`src/common/touch_key_defines.vh`:
```
`ifndef TOUCH_KEY_DEFINES_VH
`define TOUCH_KEY_DEFINES_VH

// Register byte offsets on the APB bus
`define TK_OFS_CTRL      8'h00
`define TK_OFS_OSCFREQ   8'h04
`define TK_OFS_CALIB_HI  8'h08
`define TK_OFS_CALIB_LO  8'h0C
`define TK_OFS_SENSE_HI  8'h10
`define TK_OFS_SENSE_LO  8'h14
`define TK_OFS_REFCAP_HI 8'h18
`define TK_OFS_REFCAP_LO 8'h1C
`define TK_OFS_SELHOP    8'h20
`define TK_OFS_OSCKEY    8'h24
`define TK_OFS_PRELOAD   8'h28

// touch_control_status fields
`define TK_BIT_SLOT_OVF  6
`define TK_BIT_START     5
`define TK_BIT_SENSE_OVF 4
`define TK_BIT_CALIB_OVF 3

// oscillator_key_enables fields
`define TK_BIT_TSS       7
`define TK_BIT_REF_EN    5
`define TK_BIT_KEY_EN    4

// Reset values
`define TK_RST_OSCFREQ   2'h3
`define TK_RST_BYTE      8'h00

// Timing counts
`define TK_UNIT_LAST     5'h1F
`define TK_SLOT_LAST     8'hFF
`define TK_COUNT_LAST    16'hFFFF
`define TK_DIV4_LAST     2'h3

`endif

```
`src/hw/touch_key_measurement_unit.v`:
```
// Functional notes
// - Slot overflow sets slot flag and irq request, stops all oscillators.
// - Slot overflow switches off sense, calibration, unit and slot counters.
// - Software writing slot flag leaves irq request alone; clear by writing zero.
// - Start bit low clears sense, calibration, unit counters; slot counter kept.
// - Start bit rising starts all counters and oscillators together.
// - Sense counter overflow sets sticky flag until software writes zero.
// - Calibration counter overflow sets sticky flag until software writes zero.
// - Calibration clock select: sys, sys/2, sys/4, sys/8.
// - Two-bit oscillator frequency select, reset value 11.
// - Calibration count frozen at slot overflow, readable high and low byte.
// - Sense count frozen at slot overflow, readable high and low byte.
// - Ten-bit reference capacitor code drives reference oscillator capacitor.
// - Mux field routes key 1..4 to the sense counter.
// - Frequency double bit doubles key oscillator frequency.
// - Filter enable bit turns filter function on or off.
// - Hop control bit: hardware hops, else software hop field.
// - Three-bit software hop field selects hopping frequency.
// - Slot clock select: reference oscillator or sys/4.
// - Reference oscillator enable bit lets it run.
// - Key oscillator enable bit lets sense oscillator run.
// - Bits 0..3 enable keys 1..4.
// - Unimplemented control bits ignore writes, read zero.
// - Window lasts (256 - preload) * 32 slot clock periods.
`timescale 1ns/10ps
`include "touch_key_defines.vh"

module touch_key_measurement_unit
(
	input  wire        i_clock,         // System clock, 20 MHz
	input  wire        i_rstn,          // Synchronous reset, active low
	input  wire        i_psel,          // APB select
	input  wire        i_penable,       // APB enable
	input  wire        i_pwrite,        // APB direction
	input  wire [7:0]  i_paddr,         // APB byte address
	input  wire [31:0] i_pwdata,        // APB write data
	output wire [31:0] o_prdata,        // APB read data
	output wire        o_pready,        // APB ready
	output wire        o_pslverr,       // APB error, unmapped address
	input  wire [3:0]  i_key_osc,       // Key sense oscillator outputs
	input  wire        i_ref_osc,       // Reference oscillator output
	input  wire        i_irq_ack,       // Interrupt controller clears request
	output wire        o_touch_irq,     // Touch interrupt request flag
	output wire        o_ref_osc_run,   // Reference oscillator run
	output wire        o_key_osc_run,   // Key oscillators run
	output wire [1:0]  o_osc_freq_sel,  // Oscillator nominal frequency
	output wire [9:0]  o_ref_cap_code,  // Reference capacitor code
	output wire        o_freq_double,   // Key oscillator doubling
	output wire        o_filter_en,     // Filter function enable
	output wire [2:0]  o_hop_sel,       // Effective hop frequency select
	output wire [3:0]  o_key_enable,    // Per key enables
	output wire [1:0]  o_key_mux_sel    // Key routed to sense counter
);

	// Register state
	reg        slot_overflow_flag_q;
	reg        measure_start_q;
	reg        sense_count_overflow_flag_q;
	reg        calib_count_overflow_flag_q;
	reg [1:0]  calib_clock_select_q;
	reg [1:0]  osc_frequency_select_q;
	reg [9:0]  ref_capacitor_code_q;
	reg [7:0]  sense_select_hopping_q;
	reg [7:0]  oscillator_key_enables_q;
	reg [7:0]  slot_preload_q;
	reg        touch_irq_request_q;

	// Measurement state
	reg        start_prev_q;
	reg        running_q;
	reg [2:0]  presc_q;
	reg [4:0]  unit_q;
	reg [7:0]  slot_q;
	reg [15:0] calib_q;
	reg [15:0] sense_q;
	reg [2:0]  hop_hw_q;

	// Output flops
	reg [31:0] prdata_q;
	reg        pready_q;
	reg        pslverr_q;
	reg        ref_run_q;
	reg        key_run_q;
	reg [2:0]  hop_sel_q;

	wire [4:0] osc_in;
	wire [4:0] osc_edge;

	assign osc_in = {i_ref_osc, i_key_osc};

	// Three-stage synchronisers; an edge counts once stages two and three agree
	genvar g;
	generate
		for (g = 0; g < 5; g = g + 1)
		begin : g_sync
			reg [2:0] sync_q;
			reg       level_q;
			// Accepted level moves only when stages two and three agree
			always @(posedge i_clock)
			begin
				if (!i_rstn)
				begin
					sync_q  <= 3'h0;
					level_q <= 1'b0;
				end
				else
				begin
					sync_q <= {sync_q[1:0], osc_in[g]};
					if (sync_q[1] == sync_q[2])
						level_q <= sync_q[2];
				end
			end
			// Rising edge once both late stages show high; a lone stage-two blip is ignored
			assign osc_edge[g] = sync_q[1] & sync_q[2] & ~level_q;
		end
	endgenerate

	// Address decode, shared by write enable and error answer
	function addr_hit;
		input [7:0] a;
		begin
			addr_hit = (a <= `TK_OFS_PRELOAD) && (a[1:0] == 2'h0);
		end
	endfunction

	// Calibration tick from the prescaler that runs only with the window
	function calib_tick;
		input [1:0] sel;
		input [2:0] p;
		begin
			case (sel)
				2'h0:    calib_tick = 1'b1;
				2'h1:    calib_tick = p[0];
				2'h2:    calib_tick = &p[1:0];
				default: calib_tick = &p;
			endcase
		end
	endfunction

	wire       bus_take;
	wire       wr_en;
	wire       ctrl_wr;
	wire       start_rise;
	wire       slot_clk_tick;
	wire       unit_wrap;
	wire       slot_ovf_evt;
	wire       cal_tick;
	wire       key_gate;
	wire       sense_tick;
	wire       sense_ovf_evt;
	wire       calib_ovf_evt;
	reg        running_d;
	reg [31:0] rd_word;

	// Access completes at the edge where pready is already high
	assign bus_take = i_psel & i_penable & pready_q;
	assign wr_en    = bus_take & i_pwrite & addr_hit(i_paddr);
	// Control word write, shared by the three flag paths
	assign ctrl_wr  = wr_en & (i_paddr == `TK_OFS_CTRL);

	assign start_rise = measure_start_q & ~start_prev_q;

	// Slot clock source: reference oscillator or sys/4
	assign slot_clk_tick = oscillator_key_enables_q[`TK_BIT_TSS] ?
		(presc_q[1:0] == `TK_DIV4_LAST) :
		(oscillator_key_enables_q[`TK_BIT_REF_EN] & osc_edge[4]);

	assign unit_wrap    = running_q & slot_clk_tick & (unit_q == `TK_UNIT_LAST);
	assign slot_ovf_evt = unit_wrap & (slot_q == `TK_SLOT_LAST);

	assign cal_tick = running_q & calib_tick(calib_clock_select_q, presc_q);

	// Only an enabled key on a running key oscillator produces edges
	assign key_gate = oscillator_key_enables_q[`TK_BIT_KEY_EN] &
		oscillator_key_enables_q[sense_select_hopping_q[7:6]];
	assign sense_tick = running_q & key_gate & osc_edge[sense_select_hopping_q[7:6]];

	assign sense_ovf_evt = sense_tick & (sense_q == `TK_COUNT_LAST);
	assign calib_ovf_evt = cal_tick & (calib_q == `TK_COUNT_LAST);

	// Window state: opens on start rise, closes on slot overflow
	always @*
	begin
		running_d = running_q;
		if (!measure_start_q)
			running_d = 1'b0;
		else if (start_rise)
			running_d = 1'b1;
		else if (slot_ovf_evt)
			running_d = 1'b0;
	end

	// Read mux; narrow registers sit low, the rest reads zero
	always @*
	begin
		rd_word = 32'h0;
		case (i_paddr)
			`TK_OFS_CTRL:      rd_word[7:0] = {1'b0, slot_overflow_flag_q, measure_start_q,
				sense_count_overflow_flag_q, calib_count_overflow_flag_q, 1'b0,
				calib_clock_select_q};
			`TK_OFS_OSCFREQ:   rd_word[1:0] = osc_frequency_select_q;
			`TK_OFS_CALIB_HI:  rd_word[7:0] = calib_q[15:8];
			`TK_OFS_CALIB_LO:  rd_word[7:0] = calib_q[7:0];
			`TK_OFS_SENSE_HI:  rd_word[7:0] = sense_q[15:8];
			`TK_OFS_SENSE_LO:  rd_word[7:0] = sense_q[7:0];
			`TK_OFS_REFCAP_HI: rd_word[1:0] = ref_capacitor_code_q[9:8];
			`TK_OFS_REFCAP_LO: rd_word[7:0] = ref_capacitor_code_q[7:0];
			`TK_OFS_SELHOP:    rd_word[7:0] = sense_select_hopping_q;
			`TK_OFS_OSCKEY:    rd_word[7:0] = oscillator_key_enables_q;
			`TK_OFS_PRELOAD:   rd_word[7:0] = slot_preload_q;
			default:           rd_word = 32'h0;
		endcase
	end

	// APB slave: one wait state, then ready with data or error
	always @(posedge i_clock)
	begin
		if (!i_rstn)
		begin
			pready_q  <= 1'b0;
			pslverr_q <= 1'b0;
			prdata_q  <= 32'h0;
		end
		else
		begin
			pready_q  <= i_psel & i_penable & ~pready_q;
			pslverr_q <= i_psel & i_penable & ~pready_q & ~addr_hit(i_paddr);
			prdata_q  <= (i_psel & i_penable & ~pready_q & ~i_pwrite) ? rd_word : 32'h0;
		end
	end

	// Plain software registers; unused bits are never stored
	always @(posedge i_clock)
	begin
		if (!i_rstn)
		begin
			measure_start_q          <= 1'b0;
			calib_clock_select_q     <= 2'h0;
			osc_frequency_select_q   <= `TK_RST_OSCFREQ;
			ref_capacitor_code_q     <= 10'h000;
			sense_select_hopping_q   <= `TK_RST_BYTE;
			oscillator_key_enables_q <= `TK_RST_BYTE;
			slot_preload_q           <= `TK_RST_BYTE;
		end
		else if (wr_en)
		begin
			case (i_paddr)
				`TK_OFS_CTRL:
				begin
					measure_start_q      <= i_pwdata[`TK_BIT_START];
					calib_clock_select_q <= i_pwdata[1:0];
				end
				`TK_OFS_OSCFREQ:   osc_frequency_select_q <= i_pwdata[1:0];
				`TK_OFS_REFCAP_HI: ref_capacitor_code_q[9:8] <= i_pwdata[1:0];
				`TK_OFS_REFCAP_LO: ref_capacitor_code_q[7:0] <= i_pwdata[7:0];
				`TK_OFS_SELHOP:    sense_select_hopping_q <= i_pwdata[7:0];
				`TK_OFS_OSCKEY:    oscillator_key_enables_q <= i_pwdata[7:0] & 8'hBF;
				`TK_OFS_PRELOAD:   slot_preload_q <= i_pwdata[7:0];
				default:           slot_preload_q <= slot_preload_q;
			endcase
		end
	end

	// Sticky flags: hardware set wins over a same-cycle software write
	always @(posedge i_clock)
	begin
		if (!i_rstn)
		begin
			slot_overflow_flag_q        <= 1'b0;
			sense_count_overflow_flag_q <= 1'b0;
			calib_count_overflow_flag_q <= 1'b0;
			touch_irq_request_q         <= 1'b0;
		end
		else
		begin
			// A software write to the slot flag never touches the request
			if (slot_ovf_evt)
				slot_overflow_flag_q <= 1'b1;
			else if (ctrl_wr)
				slot_overflow_flag_q <= i_pwdata[`TK_BIT_SLOT_OVF];
			if (sense_ovf_evt)
				sense_count_overflow_flag_q <= 1'b1;
			else if (ctrl_wr)
				sense_count_overflow_flag_q <= i_pwdata[`TK_BIT_SENSE_OVF];
			if (calib_ovf_evt)
				calib_count_overflow_flag_q <= 1'b1;
			else if (ctrl_wr)
				calib_count_overflow_flag_q <= i_pwdata[`TK_BIT_CALIB_OVF];
			if (slot_ovf_evt)
				touch_irq_request_q <= 1'b1;
			else if (i_irq_ack)
				touch_irq_request_q <= 1'b0;
		end
	end

	// Measurement counters
	always @(posedge i_clock)
	begin
		if (!i_rstn)
		begin
			start_prev_q <= 1'b0;
			running_q    <= 1'b0;
			presc_q      <= 3'h0;
			unit_q       <= 5'h00;
			slot_q       <= 8'h00;
			calib_q      <= 16'h0000;
			sense_q      <= 16'h0000;
			hop_hw_q     <= 3'h0;
		end
		else
		begin
			start_prev_q <= measure_start_q;
			running_q    <= running_d;
			// Prescaler idles at zero so each window starts in phase
			presc_q      <= running_q ? presc_q + 3'h1 : 3'h0;
			if (!measure_start_q)
			begin
				unit_q  <= 5'h00;
				calib_q <= 16'h0000;
				sense_q <= 16'h0000;
			end
			else
			begin
				if (running_q && slot_clk_tick)
					unit_q <= unit_q + 5'h01;
				if (cal_tick)
					calib_q <= calib_q + 16'h0001;
				if (sense_tick)
					sense_q <= sense_q + 16'h0001;
			end
			// Slot counter keeps its value while idle; loads preload on start
			if (start_rise)
				slot_q <= slot_preload_q;
			else if (unit_wrap)
				slot_q <= slot_q + 8'h01;
			if (start_rise)
				hop_hw_q <= hop_hw_q + 3'h1;
		end
	end

	// Oscillator controls follow the window, stopped at overflow
	always @(posedge i_clock)
	begin
		if (!i_rstn)
		begin
			ref_run_q <= 1'b0;
			key_run_q <= 1'b0;
			hop_sel_q <= 3'h0;
		end
		else
		begin
			ref_run_q <= running_d & oscillator_key_enables_q[`TK_BIT_REF_EN];
			key_run_q <= running_d & oscillator_key_enables_q[`TK_BIT_KEY_EN];
			hop_sel_q <= sense_select_hopping_q[3] ? hop_hw_q :
				sense_select_hopping_q[2:0];
		end
	end

	assign o_prdata       = prdata_q;
	assign o_pready       = pready_q;
	assign o_pslverr      = pslverr_q;
	assign o_touch_irq    = touch_irq_request_q;
	assign o_ref_osc_run  = ref_run_q;
	assign o_key_osc_run  = key_run_q;
	assign o_osc_freq_sel = osc_frequency_select_q;
	assign o_ref_cap_code = ref_capacitor_code_q;
	assign o_freq_double  = sense_select_hopping_q[5];
	assign o_filter_en    = sense_select_hopping_q[4];
	assign o_hop_sel      = hop_sel_q;
	assign o_key_enable   = oscillator_key_enables_q[3:0];
	assign o_key_mux_sel  = sense_select_hopping_q[7:6];

endmodule // touch_key_measurement_unit

```
`config.mk`:
```
export PLATFORM = sky130hd
export DESIGN_NAME = touch_key_measurement_unit
export DESIGN_NICKNAME = d
export VERILOG_FILES = /design/src/hw/touch_key_measurement_unit.v
export VERILOG_INCLUDE_DIRS = /design/src /design/src/common
export SDC_FILE = /design/constraint.sdc
export NUM_CORES = 1
export LEC_CHECK = 0
export BUFFER_PORTS_ARGS = -buffer_cell sky130_fd_sc_hd__buf_2
export CORE_AREA = 2 2 114 116
export DETAILED_ROUTE_END_ITERATION = 8
export DIE_AREA = 0 0 116 118
export GPL_ROUTABILITY_DRIVEN = 0
export PLACE_DENSITY = 0.76
export SYNTH_ARGS = -nofsm -noshare
export SYNTH_HDL_FRONTEND = slang
export SYNTH_SLANG_ARGS = --single-unit
```
`constraint.sdc`:
```
create_clock -name i_clock -period 1.7 [get_ports i_clock]
set_input_delay 0.34 -clock i_clock [delete_from_list [all_inputs] [get_ports i_clock]]
set_output_delay 0.34 -clock i_clock [all_outputs]
set_load 0.01 [all_outputs]
```
# ---- After elaboration in Yosys (flattened, before gate mapping)
# Cells that the tools add are included.
dict set report word_totals {
  register_bits 154
  inputBits 51
  word_cells 151
}
dict set report classes {
  addsub 6
  order_cmp 2
  eq_ne 22
  n_mux 22
  n_bitwise 40
  reduce_logical 22
}
# cell n
set ops {}
lappend ops {{6-bit case mux with 9 select lines} 1}
lappend ops {{16-bit by 1-bit adder with 16-bit output (second input constant)} 2}
lappend ops {{16-bit equality test (second input constant)} 2}
lappend ops {{8-bit by 5-bit equality test with 1-bit output (second input constant)} 4}
lappend ops {{1-bit AND} 31}
lappend ops {{8-bit by 6-bit equality test with 1-bit output (second input constant)} 3}
lappend ops {{2-bit case mux with 11 select lines} 1}
lappend ops {{2-bit AND reduction} 11}
lappend ops {{8-bit by 4-bit equality test with 1-bit output (second input constant)} 2}
lappend ops {{8-bit two-way mux} 2}
lappend ops {{1-bit two-way mux} 14}
lappend ops {{2-bit nonzero test} 5}
lappend ops {{1-bit inverter} 9}
lappend ops {{8-bit by 1-bit adder with 8-bit output (second input constant)} 1}
lappend ops {{8-bit by 3-bit equality test with 1-bit output (second input constant)} 1}
lappend ops {{8-bit equality test (second input constant)} 1}
lappend ops {{8-bit by 6-bit <= comparator with 1-bit output (second input constant)} 1}
lappend ops {{8-bit zero test} 1}
lappend ops {{3-bit by 1-bit adder with 3-bit output (second input constant)} 2}
lappend ops {{5-bit by 1-bit adder with 5-bit output (second input constant)} 1}
lappend ops {{1-bit equality test} 5}
lappend ops {{5-bit equality test (second input constant)} 1}
lappend ops {{1-bit binary-select mux with 2-bit select} 2}
lappend ops {{2-bit equality test (second input constant)} 2}
lappend ops {{7 further kinds} 9}

# ---- Logic depth before layout (Yosys ltp)
# Gate-level depths: netlist (run 1).
dict set report logic_depth {
  ltp_word 11
  mapped_depth 8
  mapped_depth_nobuf 8
}

# ---- Least setup slack after synthesis (run 1)
# Ideal clock, no wire load.
dict set report synth_timing {
  kind {reg-to-reg}
  startpoint {register unit_q[0]}
  endpoint {register key_run_q (netlist: o_key_osc_run)}
  setup_ns 0.116
  t_arrival_ns 1.712
  required_time_ns 1.584
  setup_slack_ns -0.128
  stages_incl_launch_ff 9
  path_buffers 0
  period_less_slack_ns 1.828
  cell_sequence {dfxtp_1 ha_1 and3_1 ha_1 and4_1 and3_1 nand4_1 a21bo_2 and3_1}
}
dict set report synth_via {
  elab_chain_cells 7
}
# item line
set synth_lines {}
lappend synth_lines {{start: declaration} touch_key_measurement_unit.v:72} ;# reg [4:0] unit_q;
lappend synth_lines {{start signal: assignment} touch_key_measurement_unit.v:325} ;# unit_q <= unit_q + 5'h01;
lappend synth_lines {{5-bit equality test (no line)} --}
lappend synth_lines {{1-bit AND} touch_key_measurement_unit.v:168} ;# assign unit_wrap = running_q & slot_clk_tick & (unit_q == `TK_UNIT_LAST);
lappend synth_lines {{1-bit AND} touch_key_measurement_unit.v:169} ;# assign slot_ovf_evt = unit_wrap & (slot_q == `TK_SLOT_LAST);
lappend synth_lines {{1-bit two-way mux} touch_key_measurement_unit.v:189} ;# else if (slot_ovf_evt)
lappend synth_lines {{1-bit two-way mux} touch_key_measurement_unit.v:187} ;# else if (start_rise)
lappend synth_lines {{1-bit two-way mux} touch_key_measurement_unit.v:185} ;# if (!measure_start_q)
lappend synth_lines {{1-bit AND} touch_key_measurement_unit.v:353} ;# key_run_q <= running_d & oscillator_key_enables_q[`TK_BIT_KEY_EN];
lappend synth_lines {{end signal: assignment} touch_key_measurement_unit.v:353}
lappend synth_lines {{end: declaration} touch_key_measurement_unit.v:83} ;# reg key_run_q;
# Every way passes these cells.
# A chain may end at the register's enable or synchronous reset.

# ---- Final worst setup path (run 1)
dict set report layout_timing {
  startpoint {register g_sync[1].sync_q[2]}
  endpoint {register sense_q[13]}
}
dict set report layout_via {
  elab_chain_cells 5
}
# item line
set layout_lines {}
lappend layout_lines {{start: declaration} touch_key_measurement_unit.v:96} ;# reg [2:0] sync_q;
lappend layout_lines {{start signal: assignment} touch_key_measurement_unit.v:108} ;# sync_q <= {sync_q[1:0], osc_in[g]};
lappend layout_lines {{1-bit AND (2 in a row)} touch_key_measurement_unit.v:114} ;# assign osc_edge[g] = sync_q[1] & sync_q[2] & ~level_q;
lappend layout_lines {{1-bit binary-select mux with 2-bit select} touch_key_measurement_unit.v:176} ;# assign sense_tick = running_q & key_gate & osc_edge[sense_select_hopping_q[7:6]];
lappend layout_lines {{1-bit two-way mux (implied by the code)} touch_key_measurement_unit.v:176}
lappend layout_lines {{1-bit AND} touch_key_measurement_unit.v:176}
lappend layout_lines {{end signal: assignment} touch_key_measurement_unit.v:329} ;# sense_q <= sense_q + 16'h0001;
lappend layout_lines {{end: declaration} touch_key_measurement_unit.v:75} ;# reg [15:0] sense_q;
# Every way passes these cells. The select of a mux whose other input is x is not followed.

==> impl_metrics.csv, run 1 <==
group,metric,value,unit
outcome,failed_checks,"negative setup slack",
setup_path,arrival,2210,ps
setup_path,cp-start-kind,"flip-flop",
drt,final_antenna_net_count,0,
logic_synthesis,synth_seq_cells,130,
setup_path,timing.critical_path.cells,"ha_4 -> nand4b_1 -> a211oi_2 -> nor2_2 -> or4_1 -> a21oi_1",
layout,sequential_cell_area,2620,um2
pwr,power,7.10,mW
layout,layout-drive-gt1-share,0.339,
drt,wl_per_cell,18.7,um
global_routing,pin_count_of_the_biggest_net_entering_global_routing,46,
logic_synthesis,synth_top_flop_cell,"dfxtp_1",
global_routing,antenna_found_initial,0,
timing,finalCriticalPeriod,1850,ps
floorplan,die_x,116,um
drt,number_of_remaining_drc_errors,0,
logic_synthesis,synthesis.area,6240,um2
drt,detail_route.wirelength,18600,um
logic_synthesis,yosysUniqueCellTypes,65,
global_routing,overflow,0,
logic_synthesis,synth_top_area_cell,"dfxtp_1",
layout,post_route_core_utilization,0.663,
floorplan,boundaryPins,111,
clocking,worst_setup_hold_path_clk_slew,60,ps
logic_synthesis,synth_largest_type_area_fraction,0.417,
global_routing,grt_pass1_wl,28300,um
logic_synthesis,synth-edff-count,0,
setup_path,cp_slowest_stage_delay,420,ps
timing,report.final.slew_viol_count,0,
floorplan,rows,41,
clocking,tritoncts_clock_tree,"yes",
global_routing,gr-usage-all-layers,0.265,
drt,total_number_of_vias,5766,
layout,antennaDiodeCount,0,
layout,fillers,893,
drt,number_of_violations_reported_at_the_end_of_detailed_routing_iteration_0,789,
placed_design,post_placement_cell_count,950,
setup_path,cpLargestDelayFamily,"simple AND/OR/NAND/NOR gates",
layout,areaGrowthSynthToFinish,32.1,%
setup_path,critical_path.n_buffers_inverters,0,
pwr,p_leak,3.35,nW
logic_synthesis,synthArstFlopShare,0,
drt,routed-wl-met3,1520,um
pwr,power_density,863,nW/um2
drt,sum_of_met2_wire_segment_lengths_after_detailed_routing,9060,um
clocking,clock-sinks,130,
outcome,status,"complete, but fails checks",
global_routing,grt_pass1_vias,5626,
timing,max_clock_freq,0.539,GHz
logic_synthesis,ys_seq_area_frac,0.417,
timing,rsz0062_at_grt,"true",
logic_synthesis,synth.avg_cell_area,9.35,um2
floorplan,die_y,118,um
timing,finalCritPeriodShare,1.09,
logic_synthesis,cell_count_after_synthesis,667,
floorplan,starting_density_of_the_core,0.502,
clocking,cts_root_buffer,"clkbuf_16",
floorplan,die_area,13700,um2
setup_path,critical_path.slowest_cell,"or4_1",
logic_synthesis,cell_types_occupying_the_most_area_after_synthesis,"dfxtp_1 (42%), mux2i_1 (11%), nor2_1 (5.7%)",
clocking,maximum_count_of_clock_buffers_along_a_single_path,2,
worst_hold_path,hold_path_class,"input port to flip-flop",
clocking,clock_tree.htree_level_count,4,
layout,multiInputGateArea,3650,um2
drt,route.top_layer_used,"met4",
layout,commonest_non_fill_non_tap_cell_in_the_layout,"dfxtp_1",
placed_design,dp_hpwl,12700,um
setup_path,data_required_time_at_the_worst_endpoint,2060,ps
clocking,cts_made_buffers,17,
pwr,worst_ir_drop_vdd,0.705,mV
drt,drt-pass1-iter-count,6,
placed_design,numPortBuffers,62,
drt,wl_met1,7190,um
layout,num-nets-final,874,
timing,timing.final.ws_setup,-154,ps
timing,hold_viol,0,
drt,via_per_inst,5.79,
timing,final-setup-viol-count,27,
setup_path,setup.worst_path.end_class,"flip-flop",
logic_synthesis,yosys_warnings,0,
setup_path,worst-setup-path-type,"flip-flop to flip-flop",
layout,final_cells,995,
floorplan,design.core.area,12400,um2
setup_path,cp_max_fanout,6,
job,max-cap-violations,0,
timing,fin_skew,7.74,ps
layout,mostFrequentLayoutCells,"dfxtp_1 (119), nor2_1 (91), buf_4 (88)",
clocking,clock_insertion_delay_worst_skew,420,ps
==> where the power goes <==
group	internal, mW	switching, mW
Sequential	3.07	0.0103
Clock	2.20	1.51
Combinational	0.120	0.193
==> per-layer routing <==
layer	GRT usage	vias to the layer above
li1	-	2604
met1	0.337	2737
met2	0.426	348
met3	0.0561	77
met4	0.127	0
met5	0	-
==> per-stage QoR <==
step / hold slack (ps) / instance area (um2) / setup WS (ps) / TNS [ps]
CTS: 114 / 7980 / -96.1 / -840
global route: 125 / 8240 / -231 / -4390
global placement: 415 / 7240 / -140 / -1730
detailed placement: 424 / 7240 / -123 / -3450
floorplan: 412 / 6400 / -14.7 / -221
finish: 118 / 8240 / -154 / -1870
==> cell families after synthesis <==
family / synth area share
buf+inv: 0.0646
mux: 0.129
flops: 0.417
simple gates: 0.224
compound gates: 0.0893
fa+ha+maj: 0.0261
other cells: 0.000601
xor+xnor: 0.0492
==> cells in the mapped netlist, drive strengths merged, types with 4 or more instances <==
cell type and count:
nand4 17, nand2 36, mux2i 66, dfxtp 130
xor2 24, or3 8, nor2 97, nor2b 4
o22ai 4, and4 7, inv 10, nor3 10
xnor2 11, nand3 20, o21ai 23, ha 13
nand4b 6, mux2 9, clkbuf 20, a21oi 24
o211ai 7, or4 6, and3 10, buf 40
a32oi 5, and2 20
==> worst register-to-register path: cells and delay by family, from the launching register on <==
family,cells,cell delay [ps]
and+or+nand+nor,3,790
AOI/OAI and AO/OA,2,510
DFF,1,350
adders and majority gates,1,140
==> state kept, by name, summed over array words and instances, names as in the netlist, 5 cells and up <==
name,count
calib_q,16
o_prdata,8
o_ref_cap_code,10
slot_preload_q,8
sense_q,16
unit_q,5
sense_select_hopping_q,8
oscillator_key_enables_q,7
g_sync.sync_q,15
slot_q,8
g_sync.level_q,5
==> what timing repair did <==
item / CTS / global route
pin swaps: 23 / 44
setup endpoints to repair: 19 / 45
hold buffers: 0 / 0
resized for setup: 19 / 50
buffers inserted: 7 / 7
gates cloned: 0 / 2
==> worst paths after layout <==
kind                                  startpoint                              to  slack [ps]  depth (start not counted)
setup / recovery  g_sync[1].sync_q[2]$_SDFF_PN0_        sense_q[13]$_SDFFE_PN0P_        -150                          6
hold reg to reg   g_sync[3].sync_q[0]$_SDFF_PN0_  g_sync[3].sync_q[1]$_SDFF_PN0_         440                          1
setup reg to reg  g_sync[1].sync_q[2]$_SDFF_PN0_        sense_q[13]$_SDFFE_PN0P_        -150                          6
hold / removal                      i_key_osc[3]  g_sync[3].sync_q[0]$_SDFF_PN0_         120                          2
==> cell type report <==
cell class	instances	area share
multi-input cells	489	0.443
flip-flops and latches	130	0.318
repair buffers	161	0.136
clock buffers	18	0.0521
well taps	172	0.0261
clock inverters	14	0.0202
inverters	11	0.00501
Note: power is estimated with default switching activity, not from simulation.
==> run 2, diff against run 1 <==
--- a/config.mk
+++ b/config.mk
@@ -7,11 +7,10 @@
 export NUM_CORES = 1
 export LEC_CHECK = 0
 export BUFFER_PORTS_ARGS = -buffer_cell sky130_fd_sc_hd__buf_2
-export CORE_AREA = 2 2 114 116
+export CORE_AREA = 2 2 135 137
 export DETAILED_ROUTE_END_ITERATION = 8
-export DIE_AREA = 0 0 116 118
+export DIE_AREA = 0 0 137 139
 export GPL_ROUTABILITY_DRIVEN = 0
-export PLACE_DENSITY = 0.76
 export SYNTH_ARGS = -nofsm -noshare
 export SYNTH_HDL_FRONTEND = slang
 export SYNTH_SLANG_ARGS = --single-unit
==> impl_metrics.csv, run 2 (same netlist as run 1, synthesis figures left out) <==
group,metric,value,unit
layout,mostFrequentLayoutCells,"dfxtp_1 (117), buf_4 (97), nor2_1 (91)",
placed_design,dp_hpwl,13300,um
pwr,clk_pwr_share,0.517,
pwr,switching_portion_of_total_power,0.232,
timing,rsz0062_at_grt,"true",
global_routing,grt_pass1_wl,27700,um
floorplan,die_y,139,um
drt,wl_per_cell,16.6,um
drt,final_antenna_net_count,0,
worst_hold_path,hold_path_class,"input port to flip-flop",
setup_path,crit-reg2reg-capture,"calib_q[12]$_SDFFE_PN0P_",
timing,max_clock_freq,0.558,GHz
floorplan,die_area,19000,um2
layout,areaGrowthSynthToFinish,33.2,%
setup_path,cp_slowest_stage_delay,340,ps
setup_path,timing.critical_path.mode_cell,"ha_4",
setup_path,cp-start-kind,"flip-flop",
clocking,worst_setup_hold_path_clk_slew,60,ps
layout,num-nets-final,880,
placed_design,detailed_place.area,7470,um2
timing,timing_worst_slew_pin_value,514,ps
timing,finalCriticalPeriod,1790,ps
pwr,p_leak,3.33,nW
clocking,tritoncts_clock_tree,"yes",
clocking,clock_insertion_delay_worst_skew,420,ps
pwr,power,7.06,mW
drt,detail_route.wirelength,17600,um
clocking,cts_root_buffer,"clkbuf_16",
global_routing,grt_pass1_vias,5109,
setup_path,cpLargestDelayFamily,"flip-flops",
drt,total_number_of_vias,5313,
timing,timing.final.ws_setup,-92.4,ps
setup_path,r2r_setup_slk,-90,ps
setup_path,setup.worst_path.end_class,"flip-flop",
floorplan,boundaryPins,111,
drt,number_of_remaining_drc_errors,0,
worst_hold_path,worst_hold_startpoint,"i_key_osc[2]",
pwr,netSwitchingPower,1.63,mW
setup_path,worst_r2r_path_depth,8,
pwr,power.share.combinational,0.047,
clocking,clock_tree.htree_level_count,4,
clocking,cts_made_buffers,17,
pwr,sequentialPowerShare,0.436,
floorplan,rows,49,
clocking,cts_hold_repair.buffers,0,
setup_path,critical_path.slowest_cell,"dfxtp_2",
global_routing,overflow,0,
setup_path,timing.critical_path.cells,"ha_4 -> ha_4 -> mux2_4 -> o2111a_2 -> nand4_1 -> buf_4 -> xor2_1 -> nor2_1",
layout,finish.instance_area,8310,um2
setup_path,critical_path.n_buffers_inverters,1,
setup_path,timing.rr.start,"presc_q[0]$_SDFF_PN0_",
drt,number_of_violations_reported_at_the_end_of_detailed_routing_iteration_0,253,
drt,via_per_inst,5.02,
clocking,maximum_count_of_clock_buffers_along_a_single_path,2,
timing,hold_viol,0,
job,max-cap-violations,0,
timing,total_negative_slack,-672,ps
layout,post_route_core_utilization,0.470,
timing,report.final.slew_viol_count,0,
global_routing,gr-usage-all-layers,0.189,
clocking,clock-sinks,130,
worst_hold_path,min_to,"g_sync[2].sync_q[0]$_SDFF_PN0_",
setup_path,data_required_time_at_the_worst_endpoint,2000,ps
setup_path,worst-setup-path-type,"flip-flop to flip-flop",
layout,layout-drive-gt1-share,0.344,
placed_design,numPortBuffers,62,
floorplan,design.core.area,17700,um2
timing,finalCritPeriodShare,1.05,
layout,layout_top_registers,"calib_q (16), sense_q (16), g_sync.sync_q (15)",
global_routing,pin_count_of_the_biggest_net_entering_global_routing,28,
timing,final-setup-viol-count,12,
pwr,power_density,850,nW/um2
drt,drt-pass1-iter-count,4,
global_routing,antenna_found_initial,0,
outcome,status,"complete, but fails checks",
layout,antennaDiodeCount,0,
pwr,worst_ir_drop_vdd,0.869,mV
timing,timing.slew.headroom,0.656,
setup_path,cp_max_fanout,3,
floorplan,die_x,137,um
pwr,cellInternalPower,5.42,mW
outcome,failed_checks,"negative setup slack",
worst_hold_path,hold-path-cell-count,2,
timing,fin_skew,8.05,ps
floorplan,starting_density_of_the_core,0.353,
setup_path,arrival,2100,ps
layout,commonest_non_fill_non_tap_cell_in_the_layout,"dfxtp_1",
setup_path,worst-path-stages,8,
## run 2: how the worst max path moves through the flow
stage / start / to / slack [ps]
after detailed placement: i_paddr[2] / o_ref_cap_code[9]$_SDFFE_PN0P_ / -130
after global routing: presc_q[0]$_SDFF_PN0_ / calib_q[10]$_SDFFE_PN0P_ / -160
after floorplan: presc_q[0]$_SDFF_PN0_ / calib_q[14]$_SDFFE_PN0P_ / -10
after CTS: unit_q[0]$_SDFFE_PN0P_ / o_ref_osc_run$_SDFF_PN0_ / -90
final: presc_q[0]$_SDFF_PN0_ / calib_q[12]$_SDFFE_PN0P_ / -90
after global placement: i_paddr[2] / o_ref_cap_code[8]$_SDFFE_PN0P_ / -180
## run 2: layout make-up
class / count / area (um2)
repair buffers: 167 / 1180
fillers: 1703 / 9350
clock inverters: 13 / 151
well taps: 229 / 287
clock buffers: 19 / 443
flip-flops and latches: 130 / 2620
inverters: 11 / 41.3
multi-input cells: 489 / 3580
## run 2: power by group through the flow
stage          Clock [mW]  Sequential (mW)  Combinational, mW
2_1_floorplan           0             3.14              0.206
6_report             3.65             3.07              0.333
4_1_cts              3.71             3.07              0.328
3_3_place_gp            0             3.14              0.326
3_5_place_dp            0             3.14              0.325
5_1_grt              3.86             3.08              0.358
## run 2: worst reg2reg max path, cell delays in order, from the launching register on
cell and delay [ps]:
dfxtp_2 340, ha_4 180, ha_4 150, mux2_4 280, o2111a_2 300, nand4_1 110
buf_4 130, xor2_1 150, nor2_1 50
## run 2: what timing repair did
item | in CTS | in global routing
pin swaps | 19 | 26
endpoints found under the setup margin | 16 | 35
buffers inserted | 2 | 2
gates resized for setup | 21 | 31
## run 2: layer usage
metal  routed length, um  vias up  GRT usage
li1                    -     2615          -
met1                8020     2540      0.251
met3                 735       32     0.0355
met2                8300      126      0.299
met5                   0        -          0
met4                 516        0     0.0770
## run 2: stage by stage
stage	setup WS (ps)	cells	hold slack (ps)
3_3_place_gp	-182	1022	414
6_report	-92.4	1058	122
3_5_place_dp	-133	1022	420
5_1_grt	-162	1058	125
4_1_cts	-93.5	1056	115
2_1_floorplan	-14.7	690	412
==> run 3, diff against run 2 <==
==> constraint.sdc (replaced) <==
create_clock -name i_clock -period 1.7 [get_ports i_clock]
set_input_delay 0 -clock i_clock [delete_from_list [all_inputs] [get_ports i_clock]]
set_output_delay 0 -clock i_clock [all_outputs]
set_load 0.01 [all_outputs]
==> impl_metrics.csv, run 3 (same netlist as run 1, synthesis figures left out) <==
group,metric,value,unit
clocking,tritoncts_clock_tree,"yes",
worst_hold_path,hold_path_class,"input port to flip-flop",
layout,post_route_core_utilization,0.468,
timing,timing.final.ws_setup,-55.3,ps
floorplan,rows,49,
floorplan,die_area,19000,um2
layout,num-nets-final,882,
drt,total_number_of_vias,5423,
clocking,cts_root_buffer,"clkbuf_16",
layout,final_cells,1059,
timing,fin_hold_ws,38.7,ps
clocking,maximum_count_of_clock_buffers_along_a_single_path,2,
timing,fin_skew,4.43,ps
clocking,cts_made_buffers,17,
timing,finalCritPeriodShare,1.03,
layout,areaGrowthSynthToFinish,32.6,%
floorplan,die_x,137,um
pwr,netSwitchingPower,1.49,mW
layout,layout-drive-gt1-share,0.308,
layout,antennaDiodeCount,0,
global_routing,met2_track_demand_over_resource,0.299,
setup_path,cp_max_fanout,6,
global_routing,gr-usage-all-layers,0.191,
drt,drt-pass1-iter-count,5,
placed_design,numPortBuffers,62,
timing,finalCriticalPeriod,1760,ps
pwr,power_density,822,nW/um2
pwr,clk_pwr_share,0.499,
timing,total_negative_slack,-243,ps
timing,timing.slew.headroom,0.653,
placed_design,dp_worst_setup_slack,-76.3,ps
timing,report.final.slew_viol_count,0,
drt,number_of_violations_reported_at_the_end_of_detailed_routing_iteration_0,428,
timing,timing_worst_slew_pin_value,519,ps
global_routing,overflow,0,
drt,final_antenna_net_count,0,
clocking,clock_tree.htree_level_count,4,
floorplan,die_y,139,um
global_routing,met1_usage,0.260,
setup_path,cp-start-kind,"flip-flop",
global_routing,most_utilized_layer_in_the_global_route_result,"met2",
outcome,status,"complete, but fails checks",
layout,mostFrequentLayoutCells,"dfxtp_1 (115), nor2_1 (92), buf_4 (84)",
global_routing,pin_count_of_the_biggest_net_entering_global_routing,47,
drt,wl_per_cell,17.0,um
layout,commonest_non_fill_non_tap_cell_in_the_layout,"dfxtp_1",
placed_design,post_placement_cell_count,1003,
outcome,failed_checks,"negative setup slack",
pwr,sequentialPowerShare,0.452,
timing,rsz0062_at_grt,"true",
drt,via_per_inst,5.12,
pwr,power.share.combinational,0.049,
setup_path,data_required_time_at_the_worst_endpoint,2000,ps
layout,layout_top_registers,"calib_q (16), sense_q (16), g_sync.sync_q (15)",
pwr,switching_portion_of_total_power,0.219,
clocking,clock-sinks,130,
global_routing,grt_pass1_vias,5010,
job,max-cap-violations,0,
pwr,worst_ir_drop_vdd,0.712,mV
global_routing,gr-usage-met3,0.0384,
setup_path,setup.worst_path.end_class,"flip-flop",
pwr,power,6.80,mW
timing,hold_viol,0,
pwr,p_leak,3.35,nW
timing,max_clock_freq,0.570,GHz
timing,final-setup-viol-count,10,
pwr,cellInternalPower,5.31,mW
floorplan,boundaryPins,111,
floorplan,starting_density_of_the_core,0.353,
setup_path,arrival,2060,ps
placed_design,dp_hpwl,13100,um
placed_design,detailed_place.area,7290,um2
drt,detail_route.wirelength,18000,um
setup_path,worst-setup-path-type,"flip-flop to flip-flop",
clocking,worst_setup_hold_path_clk_slew,50,ps
layout,finish.instance_area,8270,um2
drt,number_of_remaining_drc_errors,0,
floorplan,design.core.area,17700,um2
global_routing,grt_pass1_wl,27800,um
clocking,clock_insertion_delay_worst_skew,420,ps
global_routing,antenna_found_initial,0,
-- run 3: path summary, 6_finish.rpt --
check | depth (start not counted) | end | slack (ps) | start
max | 8 | calib_q[10]$_SDFFE_PN0P_ | -60 | presc_q[0]$_SDFF_PN0_
max reg2reg | 8 | calib_q[10]$_SDFFE_PN0P_ | -60 | presc_q[0]$_SDFF_PN0_
min | 5 | o_prdata[1]$_SDFF_PN0_ | 40 | i_psel
min reg2reg | 1 | g_sync[4].sync_q[1]$_SDFF_PN0_ | 430 | g_sync[4].sync_q[0]$_SDFF_PN0_
-- run 3: layout make-up --
type	count	area (um2)
well taps	229	287
flip-flops and latches	130	2620
clock inverters	6	55.1
multi-input cells	489	3560
clock buffers	25	485
repair buffers	169	1210
inverters	11	41.3
fillers	1676	9390
-- run 3: power groups by stage --
stage                     registers, mW  logic, mW  clock network [mW]
final                              3.08      0.331                3.39
after global routing               3.08      0.356                3.60
after global placement             3.14      0.292                   0
after floorplan                    3.14      0.204                   0
after detailed placement           3.14      0.291                   0
after CTS                          3.07      0.323                3.46
-- run 3: metal layers --
| layer | vias up | share of wire |
|---|---|---|
| met3 | 25 | 0.064 |
| met5 | - | 0 |
| met1 | 2588 | 0.44 |
| met2 | 206 | 0.48 |
| met4 | 0 | 0.020 |
| li1 | 2604 | - |
-- run 3: timing repair --
item                                    in CTS  in global routing
endpoints found under the hold margin       52                  0
buffers inserted                             6                  2
endpoints found under the setup margin      12                 30
gates resized for setup                      4                 43
hold buffers                                18                  0
cloned                                       0                  1
pin swaps                                   21                 17
-- run 3: worst max-delay path, stage by stage (launching register included) --
cell and delay (ps):
dfxtp_2 330, ha_4 170, ha_4 140, mux2_4 270, o2111a_2 300, buf_12 140, nand4_1 70, xor2_1 160
nor2_1 60
